<file path="src/sfpc_pkg.sv">
package sfpc_pkg;
  localparam int unsigned SFPC_NPA = 4;
  localparam int unsigned SFPC_NPB = 8;
  localparam int unsigned SFPC_AW = 3;
  localparam int unsigned SFPC_DW = 8;
  // register indices (byte addresses on the plain port)
  localparam logic [2:0] SFPC_A_FUNC = 3'h0;
  localparam logic [2:0] SFPC_A_DIR = 3'h1;
  localparam logic [2:0] SFPC_A_OUT = 3'h2;
  localparam logic [2:0] SFPC_A_PIN = 3'h3;
  localparam logic [2:0] SFPC_B_FUNC = 3'h4;
  localparam logic [2:0] SFPC_B_DIR = 3'h5;
  localparam logic [2:0] SFPC_B_OUT = 3'h6;
  localparam logic [2:0] SFPC_B_PIN = 3'h7;
  // port c bit 0 lives in the port a registers at this bit
  localparam int unsigned SFPC_C0_BIT = 7;
  localparam logic [7:0] SFPC_RST_FUNC = 8'h00;
  localparam logic [7:0] SFPC_RST_DIR = 8'h00;
  localparam logic [7:0] SFPC_RST_OUT = 8'h00;
  // port b bit positions
  localparam int unsigned SFPC_SC_LO = 0;
  localparam int unsigned SFPC_TC_LO = 3;
  localparam int unsigned SFPC_DIR_BIT = 6;
  localparam int unsigned SFPC_CLK_BIT = 7;
  // simple action control codes per output: 2 bits
  localparam logic [1:0] SFPC_ACT_LOW = 2'h0;
  localparam logic [1:0] SFPC_ACT_ALO = 2'h1;
  localparam logic [1:0] SFPC_ACT_AHI = 2'h2;
  localparam logic [1:0] SFPC_ACT_HIGH = 2'h3;
endpackage

</file>
<file path="src/sfpc_pin_mux.sv">
`timescale 1ns/10ps
module sfpc_pin_mux (
  input wire logic sys_clk,
  input wire logic rst_n,
  input wire logic [2:0] addr,
  input wire logic [7:0] wdata,
  input wire logic wr,
  input wire logic rd,
  output logic [7:0] rdata,
  input wire logic [3:0] porta_in,
  output logic [3:0] porta_out,
  output logic [3:0] porta_oe,
  input wire logic [7:0] portb_in,
  output logic [7:0] portb_out,
  output logic [7:0] portb_oe,
  input wire logic portc_bit0_in,
  output logic portc_bit0_out,
  output logic portc_bit0_oe,
  input wire logic [2:0] simple_compare_match,
  input wire logic [5:0] simple_action_control,
  input wire logic [2:0] timer_compare,
  input wire logic protect_mask,
  input wire logic power_drive_protect_n,
  output logic [1:0] first_converter_sel,
  output logic [1:0] second_converter_sel,
  output logic timer_count_direction_in,
  output logic timer_external_clock_in,
  output logic timer_external_clock_sel,
  output logic converter_start_in
);
  logic [7:0] a_func_r, a_dir_r, a_out_r, b_func_r, b_dir_r, b_out_r;
  logic [3:0] pa_s1_r, pa_s2_r;
  logic [7:0] pb_s1_r, pb_s2_r;
  logic pc_s1_r, pc_s2_r, pdp_s1_r, pdp_s2_r;
  logic trip;
  logic [7:0] b_drv_nxt, b_oe_nxt;

  // action control qualifies raw compare; polarity codes per pin
  function automatic logic sfpc_act(input logic [1:0] c, input logic m);
    unique case (c)
      sfpc_pkg::SFPC_ACT_LOW: sfpc_act = 1'b0;
      sfpc_pkg::SFPC_ACT_ALO: sfpc_act = ~m;
      sfpc_pkg::SFPC_ACT_AHI: sfpc_act = m;
      sfpc_pkg::SFPC_ACT_HIGH: sfpc_act = 1'b1;
    endcase
  endfunction

  // register writes; reset gives gp inputs everywhere
  always_ff @(posedge sys_clk or negedge rst_n) begin
    if (!rst_n) begin
      a_func_r <= sfpc_pkg::SFPC_RST_FUNC;
      a_dir_r <= sfpc_pkg::SFPC_RST_DIR;
      a_out_r <= sfpc_pkg::SFPC_RST_OUT;
      b_func_r <= sfpc_pkg::SFPC_RST_FUNC;
      b_dir_r <= sfpc_pkg::SFPC_RST_DIR;
      b_out_r <= sfpc_pkg::SFPC_RST_OUT;
    end else if (wr) begin
      unique case (addr)
        sfpc_pkg::SFPC_A_FUNC: a_func_r <= wdata;
        sfpc_pkg::SFPC_A_DIR: a_dir_r <= wdata;
        sfpc_pkg::SFPC_A_OUT: a_out_r <= wdata;
        sfpc_pkg::SFPC_B_FUNC: b_func_r <= wdata;
        sfpc_pkg::SFPC_B_DIR: b_dir_r <= wdata;
        sfpc_pkg::SFPC_B_OUT: b_out_r <= wdata;
        default: ;
      endcase
    end
  end

  // pins come from the board; two flops before any logic
  always_ff @(posedge sys_clk or negedge rst_n) begin
    if (!rst_n) begin
      pa_s1_r <= 4'h0;
      pa_s2_r <= 4'h0;
      pb_s1_r <= 8'h00;
      pb_s2_r <= 8'h00;
      pc_s1_r <= 1'b0;
      pc_s2_r <= 1'b0;
      pdp_s1_r <= 1'b1;
      pdp_s2_r <= 1'b1;
    end else begin
      pa_s1_r <= porta_in;
      pa_s2_r <= pa_s1_r;
      pb_s1_r <= portb_in;
      pb_s2_r <= pb_s1_r;
      pc_s1_r <= portc_bit0_in;
      pc_s2_r <= pc_s1_r;
      pdp_s1_r <= power_drive_protect_n;
      pdp_s2_r <= pdp_s1_r;
    end
  end

  // protect trip is a level: unless masked, compare-role pins stay floated while input is low
  assign trip = ~protect_mask & ~pdp_s2_r;

  // port b drive selection
  always_comb begin
    b_drv_nxt = b_out_r;
    b_oe_nxt = b_dir_r;
    for (int i = 0; i < 3; i++) begin
      if (b_func_r[sfpc_pkg::SFPC_SC_LO + i]) begin
        b_drv_nxt[sfpc_pkg::SFPC_SC_LO + i] =
          sfpc_act(simple_action_control[2*i +: 2], simple_compare_match[i]);
        b_oe_nxt[sfpc_pkg::SFPC_SC_LO + i] = ~trip;
      end
      if (b_func_r[sfpc_pkg::SFPC_TC_LO + i]) begin
        b_drv_nxt[sfpc_pkg::SFPC_TC_LO + i] = timer_compare[i];
        b_oe_nxt[sfpc_pkg::SFPC_TC_LO + i] = ~trip;
      end
    end
    // input-role pins never drive
    if (b_func_r[sfpc_pkg::SFPC_DIR_BIT]) begin
      b_oe_nxt[sfpc_pkg::SFPC_DIR_BIT] = 1'b0;
    end
    if (b_func_r[sfpc_pkg::SFPC_CLK_BIT]) begin
      b_oe_nxt[sfpc_pkg::SFPC_CLK_BIT] = 1'b0;
    end
  end

  // registered pin drivers; analog role never drives the pin
  always_ff @(posedge sys_clk or negedge rst_n) begin
    if (!rst_n) begin
      porta_out <= 4'h0;
      porta_oe <= 4'h0;
      portb_out <= 8'h00;
      portb_oe <= 8'h00;
      portc_bit0_out <= 1'b0;
      portc_bit0_oe <= 1'b0;
    end else begin
      porta_out <= a_out_r[3:0];
      porta_oe <= a_dir_r[3:0] & ~a_func_r[3:0];
      portb_out <= b_drv_nxt;
      portb_oe <= b_oe_nxt;
      portc_bit0_out <= a_out_r[sfpc_pkg::SFPC_C0_BIT];
      portc_bit0_oe <= a_dir_r[sfpc_pkg::SFPC_C0_BIT] & ~a_func_r[sfpc_pkg::SFPC_C0_BIT];
    end
  end

  // peripheral-side signals
  always_ff @(posedge sys_clk or negedge rst_n) begin
    if (!rst_n) begin
      first_converter_sel <= 2'h0;
      second_converter_sel <= 2'h0;
      timer_count_direction_in <= 1'b0;
      timer_external_clock_in <= 1'b0;
      timer_external_clock_sel <= 1'b0;
      converter_start_in <= 1'b0;
    end else begin
      first_converter_sel <= a_func_r[1:0];
      second_converter_sel <= a_func_r[3:2];
      // up count (0) when pin not in role
      timer_count_direction_in <= b_func_r[sfpc_pkg::SFPC_DIR_BIT]
        & pb_s2_r[sfpc_pkg::SFPC_DIR_BIT];
      timer_external_clock_sel <= b_func_r[sfpc_pkg::SFPC_CLK_BIT];
      // sampled clock: fine for slow external clocks only
      timer_external_clock_in <= b_func_r[sfpc_pkg::SFPC_CLK_BIT]
        & pb_s2_r[sfpc_pkg::SFPC_CLK_BIT];
      converter_start_in <= a_func_r[sfpc_pkg::SFPC_C0_BIT] & pc_s2_r;
    end
  end

  // read port: data stands the cycle after the strobe only
  always_ff @(posedge sys_clk or negedge rst_n) begin
    if (!rst_n) begin
      rdata <= 8'h00;
    end else if (rd) begin
      unique case (addr)
        sfpc_pkg::SFPC_A_FUNC: rdata <= a_func_r;
        sfpc_pkg::SFPC_A_DIR: rdata <= a_dir_r;
        sfpc_pkg::SFPC_A_OUT: rdata <= a_out_r;
        sfpc_pkg::SFPC_A_PIN: rdata <= {pc_s2_r, 3'h0, pa_s2_r};
        sfpc_pkg::SFPC_B_FUNC: rdata <= b_func_r;
        sfpc_pkg::SFPC_B_DIR: rdata <= b_dir_r;
        sfpc_pkg::SFPC_B_OUT: rdata <= b_out_r;
        sfpc_pkg::SFPC_B_PIN: rdata <= pb_s2_r;
      endcase
    end else begin
      rdata <= 8'h00;
    end
  end

  // checks: reset state, seen at the first edge after release
  reset_float_a: assert property (@(posedge sys_clk)
    $rose(rst_n) |-> (porta_oe == 4'h0) && (portb_oe == 8'h00) && !portc_bit0_oe)
    else $error("pins not inputs after reset");

  reset_func_a: assert property (@(posedge sys_clk)
    $rose(rst_n) |-> (b_func_r == 8'h00) && (a_func_r == 8'h00))
    else $error("functions not gp after reset");

  reset_read_a: assert property (@(posedge sys_clk)
    $rose(rst_n) |-> rdata == 8'h00)
    else $error("read data not clear after reset");

  // analog role: pin left alone, converter told which inputs it owns
  analog_nodrive_a: assert property (@(posedge sys_clk) disable iff (!rst_n)
    a_func_r[0] |=> !porta_oe[0])
    else $error("analog pin driven");

  conv_sel_a: assert property (@(posedge sys_clk) disable iff (!rst_n)
    1'b1 |=> first_converter_sel == $past(a_func_r[1:0])
      && second_converter_sel == $past(a_func_r[3:2]))
    else $error("converter select not from function bits");

  // simple compare drive, two action codes on two pins
  sc_drive_a: assert property (@(posedge sys_clk) disable iff (!rst_n)
    b_func_r[0] && simple_action_control[1:0] == sfpc_pkg::SFPC_ACT_HIGH && !trip
    |=> portb_out[0] && portb_oe[0])
    else $error("compare pin not driven per action");

  sc_invert_a: assert property (@(posedge sys_clk) disable iff (!rst_n)
    b_func_r[1] && simple_action_control[3:2] == sfpc_pkg::SFPC_ACT_ALO && !trip
    |=> portb_out[1] == !$past(simple_compare_match[1]) && portb_oe[1])
    else $error("active low action not applied");

  // protect: float on unmasked low, drive again once masked
  sc_float_a: assert property (@(posedge sys_clk) disable iff (!rst_n)
    trip && b_func_r[2] |=> !portb_oe[2])
    else $error("compare pin not floated");

  mask_hold_a: assert property (@(posedge sys_clk) disable iff (!rst_n)
    protect_mask && b_func_r[0] |=> portb_oe[0])
    else $error("masked protect floated a pin");

  // two sync edges then the pin flop: pin sampled low, floated three edges on
  tc_float_a: assert property (@(posedge sys_clk) disable iff (!rst_n)
    !protect_mask && !power_drive_protect_n ##2 !protect_mask && b_func_r[3]
    |=> !portb_oe[3])
    else $error("timer pin not floated");

  tc_drive_a: assert property (@(posedge sys_clk) disable iff (!rst_n)
    b_func_r[3] && !trip |=> portb_oe[3] && portb_out[3] == $past(timer_compare[0]))
    else $error("timer pin not driven from compare");

  // timer inputs: never driven, level passed through the synchroniser
  dir_follow_a: assert property (@(posedge sys_clk) disable iff (!rst_n)
    b_func_r[6] [*4] |-> timer_count_direction_in == $past(portb_in[6], 3))
    else $error("direction not from pin");

  dir_nodrive_a: assert property (@(posedge sys_clk) disable iff (!rst_n)
    b_func_r[6] |=> !portb_oe[6])
    else $error("direction pin driven");

  clk_route_a: assert property (@(posedge sys_clk) disable iff (!rst_n)
    !b_func_r[7] |=> !timer_external_clock_sel && !timer_external_clock_in)
    else $error("clock routed when gp");

  clk_select_a: assert property (@(posedge sys_clk) disable iff (!rst_n)
    b_func_r[7] |=> timer_external_clock_sel && !portb_oe[7])
    else $error("clock role not selected");

  // conversion start on port c bit 0
  soc_route_a: assert property (@(posedge sys_clk) disable iff (!rst_n)
    !a_func_r[7] |=> !converter_start_in)
    else $error("start routed when gp");

  soc_follow_a: assert property (@(posedge sys_clk) disable iff (!rst_n)
    a_func_r[7] [*4] |-> converter_start_in == $past(portc_bit0_in, 3))
    else $error("start not from pin");

  // general-purpose path: direction, level and read port
  gp_write_a: assert property (@(posedge sys_clk) disable iff (!rst_n)
    wr && addr == sfpc_pkg::SFPC_B_DIR && !b_func_r[4] |=> ##1 portb_oe[4] == $past(wdata[4], 2))
    else $error("gp direction not applied");

  gpa_drive_a: assert property (@(posedge sys_clk) disable iff (!rst_n)
    !a_func_r[0] && a_dir_r[0] |=> porta_oe[0] && porta_out[0] == $past(a_out_r[0]))
    else $error("port a gp level not driven");

  gpb_drive_a: assert property (@(posedge sys_clk) disable iff (!rst_n)
    !b_func_r[1] && b_dir_r[1] |=> portb_oe[1] && portb_out[1] == $past(b_out_r[1]))
    else $error("port b gp level not driven");

  gpc_drive_a: assert property (@(posedge sys_clk) disable iff (!rst_n)
    !a_func_r[7] && a_dir_r[7] |=> portc_bit0_oe && portc_bit0_out == $past(a_out_r[7]))
    else $error("port c gp level not driven");

  rd_func_a: assert property (@(posedge sys_clk) disable iff (!rst_n)
    rd && addr == sfpc_pkg::SFPC_B_FUNC |=> rdata == $past(b_func_r))
    else $error("function register read wrong");

  // read data must not linger, software may poll without a strobe
  rd_idle_a: assert property (@(posedge sys_clk) disable iff (!rst_n)
    !rd |=> rdata == 8'h00)
    else $error("read data not cleared");

  // main scenarios
  cov_trip_c: cover property (@(posedge sys_clk) disable iff (!rst_n) trip && b_func_r[0]);
  cov_read_c: cover property (@(posedge sys_clk) disable iff (!rst_n)
    rd && addr == sfpc_pkg::SFPC_B_PIN);
  cov_soc_c: cover property (@(posedge sys_clk) disable iff (!rst_n) converter_start_in);
  cov_mask_c: cover property (@(posedge sys_clk) disable iff (!rst_n)
    protect_mask && !pdp_s2_r && b_func_r[0]);
  cov_down_c: cover property (@(posedge sys_clk) disable iff (!rst_n) timer_count_direction_in);
endmodule

</file>
<file path="config.mk">
export PLATFORM = sky130hd
export DESIGN_NAME = sfpc_pin_mux
export DESIGN_NICKNAME = d
export VERILOG_FILES = /design/src/sfpc_pkg.sv /design/src/sfpc_pin_mux.sv
export SDC_FILE = /design/constraint.sdc
export NUM_CORES = 1
export LEC_CHECK = 0
export BUFFER_PORTS_ARGS = -buffer_cell sky130_fd_sc_hd__buf_2
export CAP_MARGIN = 20
export CORE_MARGIN = 8
export CORE_UTILIZATION = 49
export DETAILED_ROUTE_END_ITERATION = 16
export MAX_ROUTING_LAYER = met4
export PLACE_DENSITY = 0.79
export SLEW_MARGIN = 20
export SYNTH_ARGS = -nofsm -noshare
export SYNTH_HDL_FRONTEND = slang
export SYNTH_SLANG_ARGS = --single-unit
</file>
<file path="constraint.sdc">
create_clock -name sys_clk -period 1.1 [get_ports sys_clk]
set_input_delay 0.055 -clock sys_clk [delete_from_list [all_inputs] [get_ports sys_clk]]
set_output_delay 0.055 -clock sys_clk [all_outputs]
set_load 0.01 [all_outputs]
</file>
# After elaboration in Yosys (flattened, before gate mapping)
# Cells that the tools add are included.
[word_totals]
reg_bits = 118
input_bits = 42
output_inout_bits = 42
[classes]
eq_ne = 16
n_mux = 19
bitwise_logic = 14
n_reduce_logical = 10
[ops]
columns = ["cell", "n"]
rows = [
  ["$pmux W8 S8", 1],
  ["$mux W1", 14],
  ["$eq A2 B2 Y1 const B", 6],
  ["$eq A3 B3 Y1 const B", 4],
  ["$pmux W1 S4", 3],
  ["$reduce_and A2 Y1", 6],
  ["$mux W8", 1],
  ["$not A1 Y1", 7],
  ["$eq A2 B1 Y1 const B", 3],
  ["$eq A3 B2 Y1 const B", 2],
  ["$logic_not A2 Y1", 3],
  ["$and A1 B1 Y1", 5],
  ["$and A4 B4 Y4", 1],
  ["$not A4 Y4", 1],
  ["$eq A3 B1 Y1 const B", 1],
  ["$logic_not A3 Y1", 1],
]

# Longest topological paths before layout
[logic_depth]
word_depth = 4
ltp_mapped = 6
ltp_nobuf = 4

# Worst setup path before layout
# No wires, ideal clock.
[synth_timing]
path_kind = "flip-flop to flip-flop"
start = "register b_dir_r[0]"
end = "register rdata[0]"
setup_ns = 0.127
t_arrival_ns = 0.948
t_required_ns = 0.973
path_slack_ns = 0.025
stages_incl_launch_ff = 4
n_path_buf = 0
synth_period_minus_slack_ns = 1.075
cell_sequence = "dfrtp_1 mux2_2 a221oi_1 nor2_1"
[synth_between]
elab_chain_cells = 2
[synth_lines]
columns = ["item", "line_no", "text"]
rows = [
  ["from (decl)", "sfpc_pin_mux.sv:31", "logic [7:0] a_func_r, a_dir_r, a_out_r, b_func_r, b_dir_r, b_out_r;"],
  ["from (signal assigned)", "sfpc_pin_mux.sv:55", "b_dir_r <= sfpc_pkg::SFPC_RST_DIR;"],
  ["from (signal assigned)", "sfpc_pin_mux.sv:63", "sfpc_pkg::SFPC_B_DIR: b_dir_r <= wdata;"],
  ["$pmux W8 S8", "sfpc_pin_mux.sv:167", "unique case (addr)"],
  ["$mux W8", "sfpc_pin_mux.sv:166", "end else if (rd) begin"],
  ["to (signal assigned)", "sfpc_pin_mux.sv:168", "sfpc_pkg::SFPC_A_FUNC: rdata <= a_func_r;"],
  ["to (signal assigned)", "sfpc_pin_mux.sv:169", "sfpc_pkg::SFPC_A_DIR: rdata <= a_dir_r;"],
  ["to (signal assigned)", "sfpc_pin_mux.sv:170", "sfpc_pkg::SFPC_A_OUT: rdata <= a_out_r;"],
  ["to (decl)", "sfpc_pin_mux.sv:9", "output logic [7:0] rdata,"],
]
# No other way between the ends.
# A chain may end at the register's enable or synchronous reset.

# Worst setup path after layout
[layout_timing]
start = "register a_dir_r[0]"
end = "register rdata[0]"
[layout_between]
elab_chain_cells = 2
[layout_lines]
columns = ["item", "line_no", "text"]
rows = [
  ["from (decl)", "sfpc_pin_mux.sv:31", ""],
  ["from (signal assigned)", "sfpc_pin_mux.sv:52", "a_dir_r <= sfpc_pkg::SFPC_RST_DIR;"],
  ["from (signal assigned)", "sfpc_pin_mux.sv:60", "sfpc_pkg::SFPC_A_DIR: a_dir_r <= wdata;"],
  ["$pmux W8 S8", "sfpc_pin_mux.sv:167", ""],
  ["$mux W8", "sfpc_pin_mux.sv:166", ""],
]
# No other way between the ends.

==> results.json <==
{
  "syn-instance-count": 296,
  "drc_errors": 0,
  "yosys-mux-area-fraction_pct": 16.1,
  "report.final.slew_viol_count": 0,
  "ys_ff_latch": 118,
  "violated_checks": "negative setup slack",
  "tightestPinTransition_ps": 439,
  "floorplan.core_area_mm2": 0.00868,
  "max_slew_margin_pct": 70.8,
  "place_hpwl_um": 7560,
  "count_of_flip_flops_with_a_built_in_enable_after_synthesis": 0,
  "worstSetupEndpointType": "flip-flop",
  "htree_levels": 4,
  "final_design_area_no_fill_mm2": 0.00618,
  "period_needed_ps": 1110,
  "slowest_stage": "dfrtp_1",
  "cts_buffers": 17,
  "critical_path_class": "reg2reg",
  "synth_flop_cell": "dfrtp_1",
  "met2_usage_pct": 31.7,
  "post_synthesis_compound_gate_area_fraction_pct": 6.99,
  "tritoncts": "built",
  "post_synth_num_cell_types": 33,
  "grt-ovfl-total": 0,
  "report.final.setup_viol": 3,
  "totalPowerFinal_uw": 12700,
  "clkSlewWorstSetupHoldPaths_ps": 60,
  "grt_pass1_wl_um": 18600,
  "clock_insertion_delay_worst_skew_ps": 520,
  "cp.required_ps": 1500,
  "cpLargestDelayFamily": "flip-flops",
  "grt-busiest-layer": "met2",
  "die_area_mm2": 0.0122,
  "route.final.wire_length_um": 11700,
  "synth_top_area_share_pct": 66.5,
  "routed_via_density": 5.47,
  "irDropWorstVdd_mv": 1.74,
  "synth.largest_area_cell": "dfrtp_1",
  "timing.final.crit_share_pct": 101,
  "maxCapViolCount": 0,
  "netlist_top_cells_area": "dfrtp_1 66%, mux2_2 13%, mux2i_1 3.2%",
  "cts_root_buf": "clkbuf_8",
  "first_iter_violations": 169,
  "globalplace.congestion": 0.862,
  "drive_above_1_share_pct": 45.4,
  "synthXorXnorAreaFrac_pct": 0,
  "finish.cell_count_without_fillers": 584,
  "result_of_the_run": "finished with violations",
  "worst-path-buf-inv": 0,
  "fin_worst_hold_slack_ps": 20.8,
  "fp.dieH_um": 110,
  "top_level_ports": 84,
  "fillCellCount": 576,
  "std_cell_rows": 34,
  "adder_cell_share_of_the_synthesized_area_pct": 0,
  "grt_use_total_pct": 20.1,
  "cellPowerDensity_mw_per_mm2": 2050,
  "cts_setup_buffers": 0,
  "wl_per_cell_um": 20.1,
  "dp_cells": 517,
  "io_buffer_count": 83,
  "pin_count_of_the_biggest_net_entering_global_routing": 30,
  "grt.met3_usage_pct": 5.52,
  "grt_antenna_before_repair": 0,
  "die_w_um": 110,
  "detailroute.via_count": 3197,
  "syn-num-nets": 338,
  "global_route.usage.met1_pct": 24.0,
  "worst_setup_path_start_kind": "flip-flop",
  "final_critical_path_setup_slack_ps": -13.9,
  "clock_sink_count": 118,
  "synth_warnings": 0,
  "synth_seq_area_share_pct": 67.7,
  "antenna_violating_nets_post_route": 0,
  "synth_top_family_by_area": "multiplexers",
  "fin_skew_ps": 5.71,
  "grt_setup_unrepaired": "true",
  "timing.final.hold_violations": 0,
  "max_clock_freq_mhz": 898,
  "crit_chain": "mux2_2, a221oi_2, nor2_1",
  "synthToLayoutAreaGrowth_pct": 41.5,
  "antenna_cells": 0,
  "syn-mean-instance-area_um2": 14.8,
  "detailed_routing_iteration_count_for_the_pre_antenna_repair_pass": 6,
  "ctsLongestPathBuffers": 2,
  "first_global_vias": 3400,
  "floorplan.initialDensity_pct": 50.3,
  "place_area_mm2": 0.00522,
  "synth_simple_gate_area_share_pct": 7.79,
  "p_leak_uw": 0.00290,
  "synth-async-reset-ratio_pct": 100,
  "final_nets": 505,
  "slowest_delay_ps": 400,
  "worst_hold_path_type": "in2async",
  "timing.critical_path.fanout_max": 3,
  "post_synthesis_cell_area_mm2": 0.00437,
  "data_arrival_time_of_the_critical_path_ps": 1510
}
cell usage in the layout, fill, tap and decap left out, types with 2 or more instances in the layout:
cell             n
a21oi_1         22
a32o_1           4
a32oi_1          2
and2_1           5
buf_12           5
buf_2           75
buf_4           35
buf_6            7
clkbuf_16       16
clkbuf_8         2
clkinv_2         3
clkinv_4         2
clkinvlp_4       5
dfrtp_1        116
dfstp_2          2
dlygate4sd3_1   35
inv_1            2
inv_6            3
mux2_2          50
mux2i_1         14
nand2_1          4
nand2b_1         6
nand3_1          4
nor2_1          16
nor2b_1          8
nor3b_4          2
o2111a_1         2
o211ai_1         2
o21ai_0          9
o22ai_1          4
Yosys cell counts (all sizes together), types with 5 or more instances:
cell type,instances
dfrtp,116
mux2,50
a21oi,22
nor2,17
mux2i,14
o21ai,10
nor2b,8
buf,7
nand2b,7
and2,5
nand3,5
kinds of logic (layout without fill, tap and decap cells):
family	Yosys count	count (layout)
buf+inv	11	191
flops	118	118
compound gates	49	49
mux	64	64
simple gates	54	54
final cells by class:
class,count,area (µm²),area share (%)
repair buffers,157,1170,18.9
clock inverters,14,126,2.05
flip-flops and latches,118,2960,47.8
well taps,108,135,2.19
clock buffers,18,428,6.93
multi-input cells,167,1360,22.0
inverters,2,7.51,0.122
layer usage:
| metal | vias to the layer above | routed length (µm) | part of all wire, % |
|---|---|---|---|
| met5 | - | 0 | 0 |
| met4 | 0 | 274 | 2.3 |
| met3 | 26 | 820 | 7.0 |
| met2 | 167 | 5940 | 51 |
| met1 | 1609 | 4710 | 40 |
| li1 | 1395 | - | - |
worst reg2reg max path: stages (launching register included):
cell      delay [ps]
dfrtp_1          400
mux2_2           280
a221oi_2         250
nor2_1            80
power by group:
part           leakage [µW]  internal [µW]  switching [µW]
clock              0.000260           3060            2030
sequential          0.00142           5100             492
combinational       0.00122           1090             919
total               0.00290           9250            3440
stage by stage:
stage,setup TNS (ps),setup slack (ps),utilization [%]
floorplan,0,25.3,-
global placement,-4150,-143,60.1
detailed placement,-5660,-188,60.1
CTS,-84.6,-24.4,70.6
global route,-266,-32.2,71.2
finish,-31.8,-13.9,71.2
worst paths after layout:
kind,to,cells after the start,slack [ps],from
worst max-delay path,rdata[0],3,-10,a_dir_r[0]
worst min-delay path,pb_s2_r[4],2,20,rst_n
worst max register to register,rdata[0],3,-10,a_dir_r[0]
worst min register to register,pa_s2_r[2],0,350,pa_s1_r[2]
max in group asynchronous,b_func_r[2],3,590,rst_n
min in group sys_clk,rdata[5],4,80,addr[2]
sequential cells by signal, summed over array words and instances (netlist names), 8 cells and up:
signal	count
portb_oe	8
b_out_r	8
portb_out	8
rdata	8
b_func_r	8
b_dir_r	8
a_dir_r	8
a_out_r	8
a_func_r	8
pb_s1_r	8
pb_s2_r	8
repair_timing:
item                                    4_1_cts  5_1_grt
resized for setup                             3        7
hold buffers                                 34        2
endpoints found under the hold margin       200        1
gates cloned                                  0        0
endpoints found under the setup margin        8       24
pin swaps                                     2        0
Note: power is estimated with default switching activity, not from simulation.
